<file path="config.mk">
export PLATFORM = sky130hd
export DESIGN_NAME = termination_control_decode
export DESIGN_NICKNAME = d
export VERILOG_FILES = /design/src/design/termination_pkg.sv /design/src/design/termination_control_decode.sv
export VERILOG_INCLUDE_DIRS = /design/src /design/src/design
export SDC_FILE = /design/constraint.sdc
export NUM_CORES = 1
export LEC_CHECK = 0
export CAP_MARGIN = 20
export CORE_MARGIN = 8
export CORE_UTILIZATION = 35
export DETAILED_ROUTE_END_ITERATION = 12
export DONT_BUFFER_PORTS = 1
export GPL_ROUTABILITY_DRIVEN = 0
export REMOVE_ABC_BUFFERS = 1
export SETUP_SLACK_MARGIN = 0.1
export SLEW_MARGIN = 20
export SYNTH_ARGS = -nofsm -noshare
export SYNTH_HDL_FRONTEND = slang
export SYNTH_SLANG_ARGS = --single-unit
</file>
<file path="constraint.sdc">
create_clock -name i_clock -period 2.32 [get_ports i_clock]
set_input_delay 0.232 -clock i_clock [delete_from_list [all_inputs] [get_ports i_clock]]
set_output_delay 0.232 -clock i_clock [all_outputs]
set_load 0.01 [all_outputs]
</file>
<file path="src/design/termination_params.svh">
// offsets, field positions, reset values and figures of the termination control block
`ifndef TERMINATION_PARAMS_SVH
`define TERMINATION_PARAMS_SVH

`define TC_CONFIG_OFFSET     8'h00
`define TC_MASK_OFFSET       8'h04
`define TC_STATUS_OFFSET     8'h08

`define TC_CONFIG_RESET      8'h00
`define TC_MASK_RESET        8'h00

`define TC_CA_FIELD_HI       6
`define TC_CA_FIELD_LO       4
`define TC_DATA_ENABLE_BIT   3
`define TC_DATA_FIELD_HI     2
`define TC_DATA_FIELD_LO     0

`define TC_MASK_CK_BIT       3
`define TC_MASK_CS_BIT       4
`define TC_MASK_CA_BIT       5

`define TC_OHMS_240          8'hF0
`define TC_OHMS_120          8'h78
`define TC_OHMS_80           8'h50
`define TC_OHMS_60           8'h3C
`define TC_OHMS_48           8'h30
`define TC_OHMS_40           8'h28
`define TC_OHMS_NONE         8'h00

`endif

</file>
<file path="src/design/termination_pkg.sv">
// types of the termination control block
package termination_pkg;

  typedef enum logic [2:0] {
    TERM_OFF      = 3'b000,
    TERM_240      = 3'b001,
    TERM_120      = 3'b010,
    TERM_80       = 3'b011,
    TERM_60       = 3'b100,
    TERM_48       = 3'b101,
    TERM_40       = 3'b110,
    TERM_RESERVED = 3'b111
  } term_code_t;

  typedef logic [7:0]  reg_byte_t;
  typedef logic [7:0]  bus_addr_t;
  typedef logic [31:0] bus_data_t;

endpackage

</file>
<file path="src/design/termination_control_decode.sv">
// termination mode registers and on/off decode for the command/address and data groups
`timescale 1ns/1ps
`default_nettype none
`include "termination_params.svh"

// What this block does
// - the command/address strength comes from config bits 6:4, codes 001 to 110 giving 240, 120, 80, 60, 48, 40 ohms.
// - after reset command/address termination stays off until software writes a valid code.
// - with the command/address field disabled, CA, clock pair and chip select are all unterminated whatever the mask says.
// - with the field enabled, CA is on unless mask bit 5, clock pair unless bit 3, chip select unless bit 4.
// - command/address termination is steered by register contents only, with no control pin.
// - the data group strength comes from config bits 2:0.
// - data group termination covers the data lines, the mask/inversion line and both strobe lines.
// - after calibration at a given pull-up point the termination value may change with no recalibration.
// - data group termination is off whenever config bit 3 is zero.
module termination_control_decode (
  input  wire logic                       i_clock,
  input  wire logic                       i_rst_n,
  input  wire termination_pkg::bus_addr_t i_addr,
  input  wire termination_pkg::bus_data_t i_wdata,
  input  wire logic                       i_wr,
  input  wire logic                       i_rd,
  output var  termination_pkg::bus_data_t o_rdata,
  output var  logic                       o_ca_term_on,
  output var  logic                       o_clock_term_on,
  output var  logic                       o_select_term_on,
  output var  logic [7:0]                 o_ca_strength_ohms,
  output var  logic                       o_dq_term_on,
  output var  logic                       o_mask_inversion_term_on,
  output var  logic                       o_strobe_t_term_on,
  output var  logic                       o_strobe_c_term_on,
  output var  logic [7:0]                 o_data_strength_ohms
);
  import termination_pkg::*;

  function automatic logic [7:0] code_ohms(input term_code_t code);
    unique case (code)
      TERM_240: code_ohms = `TC_OHMS_240;
      TERM_120: code_ohms = `TC_OHMS_120;
      TERM_80:  code_ohms = `TC_OHMS_80;
      TERM_60:  code_ohms = `TC_OHMS_60;
      TERM_48:  code_ohms = `TC_OHMS_48;
      TERM_40:  code_ohms = `TC_OHMS_40;
      default:  code_ohms = `TC_OHMS_NONE;
    endcase
  endfunction

  function automatic logic code_valid(input term_code_t code);
    code_valid = (code != TERM_OFF) && (code != TERM_RESERVED);
  endfunction

  reg_byte_t termination_config;
  reg_byte_t termination_disable_mask;

  // address decode
  wire logic       config_wr;
  wire logic       mask_wr;
  wire logic       config_rd;
  wire logic       mask_rd;
  wire logic       status_rd;
  assign config_wr = i_wr && (i_addr == `TC_CONFIG_OFFSET);
  assign mask_wr   = i_wr && (i_addr == `TC_MASK_OFFSET);
  assign config_rd = i_rd && (i_addr == `TC_CONFIG_OFFSET);
  assign mask_rd   = i_rd && (i_addr == `TC_MASK_OFFSET);
  assign status_rd = i_rd && (i_addr == `TC_STATUS_OFFSET);

  // decode looks at the value being written so outputs move with the register
  wire reg_byte_t  next_config;
  wire reg_byte_t  next_mask;
  assign next_config = config_wr ? i_wdata[7:0] : termination_config;
  assign next_mask   = mask_wr ? i_wdata[7:0] : termination_disable_mask;

  wire term_code_t next_ca_code;
  wire term_code_t next_data_code;
  wire logic       next_ca_enabled;
  wire logic       next_data_enabled;
  assign next_ca_code      = term_code_t'(next_config[`TC_CA_FIELD_HI:`TC_CA_FIELD_LO]);
  assign next_data_code    = term_code_t'(next_config[`TC_DATA_FIELD_HI:`TC_DATA_FIELD_LO]);
  assign next_ca_enabled   = code_valid(next_ca_code);
  assign next_data_enabled = next_config[`TC_DATA_ENABLE_BIT] && code_valid(next_data_code);

  wire logic       next_ca_on;
  wire logic       next_ck_on;
  wire logic       next_cs_on;
  assign next_ca_on = next_ca_enabled && !next_mask[`TC_MASK_CA_BIT];
  assign next_ck_on = next_ca_enabled && !next_mask[`TC_MASK_CK_BIT];
  assign next_cs_on = next_ca_enabled && !next_mask[`TC_MASK_CS_BIT];

  wire logic [7:0] next_ca_ohms;
  wire logic [7:0] next_data_ohms;
  assign next_ca_ohms   = next_ca_enabled ? code_ohms(next_ca_code) : `TC_OHMS_NONE;
  assign next_data_ohms = next_data_enabled ? code_ohms(next_data_code) : `TC_OHMS_NONE;

  // read mux; unmapped addresses read zero
  wire logic       data_term_on;
  wire bus_data_t  status_word;
  wire bus_data_t  next_rdata;
  assign data_term_on = o_dq_term_on;
  assign status_word  = {25'h0, data_term_on, o_select_term_on, o_clock_term_on, o_ca_term_on, 3'h0};
  assign next_rdata  = config_rd ? {24'h0, termination_config} :
                       mask_rd   ? {24'h0, termination_disable_mask} :
                       status_rd ? status_word : 32'h0000_0000;

  always_ff @(posedge i_clock) begin
    if (!i_rst_n) begin
      termination_config       <= `TC_CONFIG_RESET;
      termination_disable_mask <= `TC_MASK_RESET;
    end else begin
      termination_config       <= next_config;
      termination_disable_mask <= next_mask;
    end
  end

  always_ff @(posedge i_clock) begin
    if (!i_rst_n) begin
      o_ca_term_on         <= 1'b0;
      o_clock_term_on      <= 1'b0;
      o_select_term_on     <= 1'b0;
      o_ca_strength_ohms   <= `TC_OHMS_NONE;
      o_data_strength_ohms <= `TC_OHMS_NONE;
    end else begin
      o_ca_term_on         <= next_ca_on;
      o_clock_term_on      <= next_ck_on;
      o_select_term_on     <= next_cs_on;
      o_ca_strength_ohms   <= next_ca_ohms;
      o_data_strength_ohms <= next_data_ohms;
    end
  end

  // one enable drives every pin of the data byte
  always_ff @(posedge i_clock) begin
    if (!i_rst_n) begin
      o_dq_term_on             <= 1'b0;
      o_mask_inversion_term_on <= 1'b0;
      o_strobe_t_term_on       <= 1'b0;
      o_strobe_c_term_on       <= 1'b0;
    end else begin
      o_dq_term_on             <= next_data_enabled;
      o_mask_inversion_term_on <= next_data_enabled;
      o_strobe_t_term_on       <= next_data_enabled;
      o_strobe_c_term_on       <= next_data_enabled;
    end
  end

  always_ff @(posedge i_clock) begin
    if (!i_rst_n) begin
      o_rdata <= 32'h0000_0000;
    end else begin
      o_rdata <= next_rdata;
    end
  end

  // checks
  wire term_code_t ca_code;
  wire term_code_t data_code;
  assign ca_code   = term_code_t'(termination_config[`TC_CA_FIELD_HI:`TC_CA_FIELD_LO]);
  assign data_code = term_code_t'(termination_config[`TC_DATA_FIELD_HI:`TC_DATA_FIELD_LO]);
endmodule
`default_nettype wire

</file>
==> run_results.csv <==
group,metric,value,unit
timing,skew,4.52,ps
route,drcViolationCount,0,
cells_and_area,n_fill_cell,585,
setup_path,worst_r2r_path_depth,4,
timing,grt_setup_unrepaired,"no",
clock_tree,cts.clk_slew.worst_paths,80,ps
setup_path,number_of_logic_stages_on_the_critical_path_including_buffering,4,
pwr,leakagePower,0.706,nW
flow_run,maxCapViolations,0,
logic_synthesis,ys_dominant_reg_cell,"dfxtp_1",
clock_tree,worst_skew_pair.late_latency,290,ps
logic_synthesis,synthTopCellsByArea,"dfxtp_1 (40%), buf_4 (12%), mux2i_1 (8.9%)",
clock_tree,cts_setup_buffers,0,
clock_tree,tritoncts,"yes",
timing,final_hold_viol_count,0,
setup_path,critical-path-top-delay-family,"simple AND/OR/NAND/NOR gates",
die,die_area,8460,sq um
route,vias_per_cell,4.86,
setup_path,setup.reg_to_reg.worst_slack,1060,ps
placed_design,post-dp-hpwl,3210,um
timing,timing.final.setup_violations,0,
die,io-pin-count,99,
clock_tree,cts_max_level,2,
clock_tree,cts_inserted_buffers,5,
logic_synthesis,yosys.area.top_type,"dfxtp_1",
cells_and_area,flow.area_growth_from_synthesis,-1.86,%
route,highest_layer_used_for_signal_routing,"met4",
logic_synthesis,netlist-cell-type-count,31,
clock_tree,cts_root_buffer,"clkbuf_8",
route,initialDrtViolationCount,106,
die,floorplan.rows,27,
cells_and_area,instances_no_fill,290,
logic_synthesis,synth_enable_flop_cells,0,
placed_design,placement.io_buffers,0,
logic_synthesis,synth_cells,233,
global_route,largest_net_degree_at_the_start_of_global_routing,29,
logic_synthesis,avgSynthCellArea,8.68,sq um
route,drt.antenna.violating_nets,0,
cells_and_area,design.final.nets,261,
global_route,grt.total_usage,10.5,%
setup_path,rr_endpoint,"o_data_strength_ohms[5]",
route,met1Wirelength,1930,um
cells_and_area,fraction_of_final_layout_cells_sized_beyond_drive_strength_1,6.88,%
pwr,maximum_resistive_drop_on_vdd,0.259,mV
global_route,gr-total-overflow,0,
clock_tree,cts_resized,0,
logic_synthesis,synth_warnings,0,
logic_synthesis,mappedNetlistArea,2020,sq um
clock_tree,max-clock-path-buffers,2,
timing,final_period_minus_worst_setup_slack,1800,ps
setup_path,critPathSlowestCell,"or4b_4",
route,via_count,1409,
route,detailroute.wirelength.met2,1900,um
logic_synthesis,async_reset_ff_share,0,%
die,core,5540,sq um
logic_synthesis,ys_seq_area_share,39.6,%
timing,timing_max_transition_violations_final,0,
global_route,number_of_antenna_violations_at_the_first_check_in_global_routing,0,
setup_path,worst_ep_required_time,2500,ps
setup_path,crit_fanout,14,
timing,hold_ws,48.4,ps
pwr,power,1.21,mW
die,vertical_die_dimension,92.0,um
pwr,p_per_area,609,nW/um^2
setup_path,cp_capture_type,"register",
timing,fmax,556,MHz
logic_synthesis,synth_most_common_cell,"dfxtp_1",
worst_hold_path,worst_hold_path_type,"primary input to register",
global_route,grt_first_pass_wirelength,7110,um
route,drt_pre_antenna_iters,4,
worst_hold_path,hp-start,"i_wdata[2]",
setup_path,critPathLaunchType,"primary input",
setup_path,regToRegStartpoint,"termination_config[1]",
logic_synthesis,synth_seq_cells,40,
global_route,first_global_vias,1383,
setup_path,crit_type,"primary input to register",
die,die_w,92.0,um
cells_and_area,n_antenna_cell,0,
route,wire_per_inst,15.3,um
route,total_wirelength_of_the_detailed_routed_design,4440,um
route,met3_wire_length,529,um
status,outcome,"finished, final reports clean",
clock_tree,clock_sink_total,40,
worst_hold_path,sink_of_the_worst_hold_path,"o_data_strength_ohms[6]",
logic_synthesis,synth_common_cells,"dfxtp_1 (40), buf_4 (33), nor2_1 (25), mux2i_1 (18), nand2_1 (18)",
logic_synthesis,netlist.area_leader.share,39.6,%
setup_path,critical-path-max-stage-delay,670,ps
setup_path,crit_chain,"or4_1, or4b_4, mux2i_1, a311oi_1",
worst_hold_path,whs_path_cells,1,
setup_path,worst_ep_arrival_time,1980,ps
die,initial_utilization,36.5,%
clock_tree,holdBufCountCts,0,
placed_design,place_inst,282,
timing,totalNegativeSetupSlack,0,ps
timing,final_min_period_over_clock_period,77.5,%
setup_path,worstPathBufferInverterCount,0,
==> layer usage <==
layer | global-route usage [%] | vias to the layer above
met5 | 0 | -
met4 | 5.10 | 0
met3 | 6.19 | 7
met2 | 14.4 | 62
met1 | 12.6 | 650
li1 | - | 690
==> layout by cell type (no fill, tap or decap), drive strengths merged, types with 3 or more instances in the layout <==
cell	Yosys	routed
dfxtp	40	40
conb	1	28
nor2	25	25
mux2i	19	19
nand2	18	18
nor3	13	13
nand3	12	12
a21boi	10	10
nor2b	9	9
clkbuf	11	8
o21a	6	6
a211oi	6	6
a21oi	4	4
buf	43	4
and2	3	3
==> flip-flops by register name, indices dropped and copies added (netlist names) <==
signal                    count
o_ca_term_on                  1
o_select_term_on              1
o_strobe_c_term_on            1
o_clock_term_on               1
o_data_strength_ohms          6
o_ca_strength_ohms            6
termination_config            8
o_rdata                       8
termination_disable_mask      8
==> kinds of logic (layout without fill, tap and decap cells) <==
family / count (synthesis) / after routing / synth area share (%)
compound gates: 29 / 29 / 10.6
other cells: 1 / 28 / 0.185
buf+inv: 54 / 12 / 17.6
simple gates: 90 / 90 / 22.0
mux: 19 / 19 / 10.0
flops: 40 / 40 / 39.6
==> area by class of cell <==
class	instances	area (sq um)	share of cell area (%)
flip-flops and latches	40	801	40.4
repair buffers	4	30.0	1.51
multi-input cells	166	973	49.1
well taps	72	90.1	4.54
clock buffers	8	90.1	4.54
==> power by group <==
group          internal (mW)  switching (mW)  leakage (nW)
registers              0.687        0.000823         0.322
clock network          0.243           0.232        0.0455
logic                 0.0143          0.0311         0.339
total                  0.944           0.264         0.706
==> per-stage QoR <==
step	area (sq um)	setup WS (ps)	util (%)
detailed placement	1890	241	34.2
global route	1980	435	35.8
global placement	1890	261	34.2
finish	1980	523	35.8
floorplan	1770	-604	-
CTS	1980	546	35.8
==> how the worst max path moves through the flow <==
stage / start / end / slack, ps
3_5_place_dp: i_addr[7] / o_data_strength_ohms[5] / 240
5_1_grt: i_addr[7] / o_data_strength_ohms[3] / 430
6_report: i_addr[7] / o_data_strength_ohms[5] / 520
3_3_place_gp: i_addr[7] / o_data_strength_ohms[5] / 260
2_1_floorplan: i_addr[7] / o_data_strength_ohms[5] / -600
4_1_cts: i_addr[7] / o_data_strength_ohms[5] / 550
No activity file was read; power rests on OpenSTA's default activity.
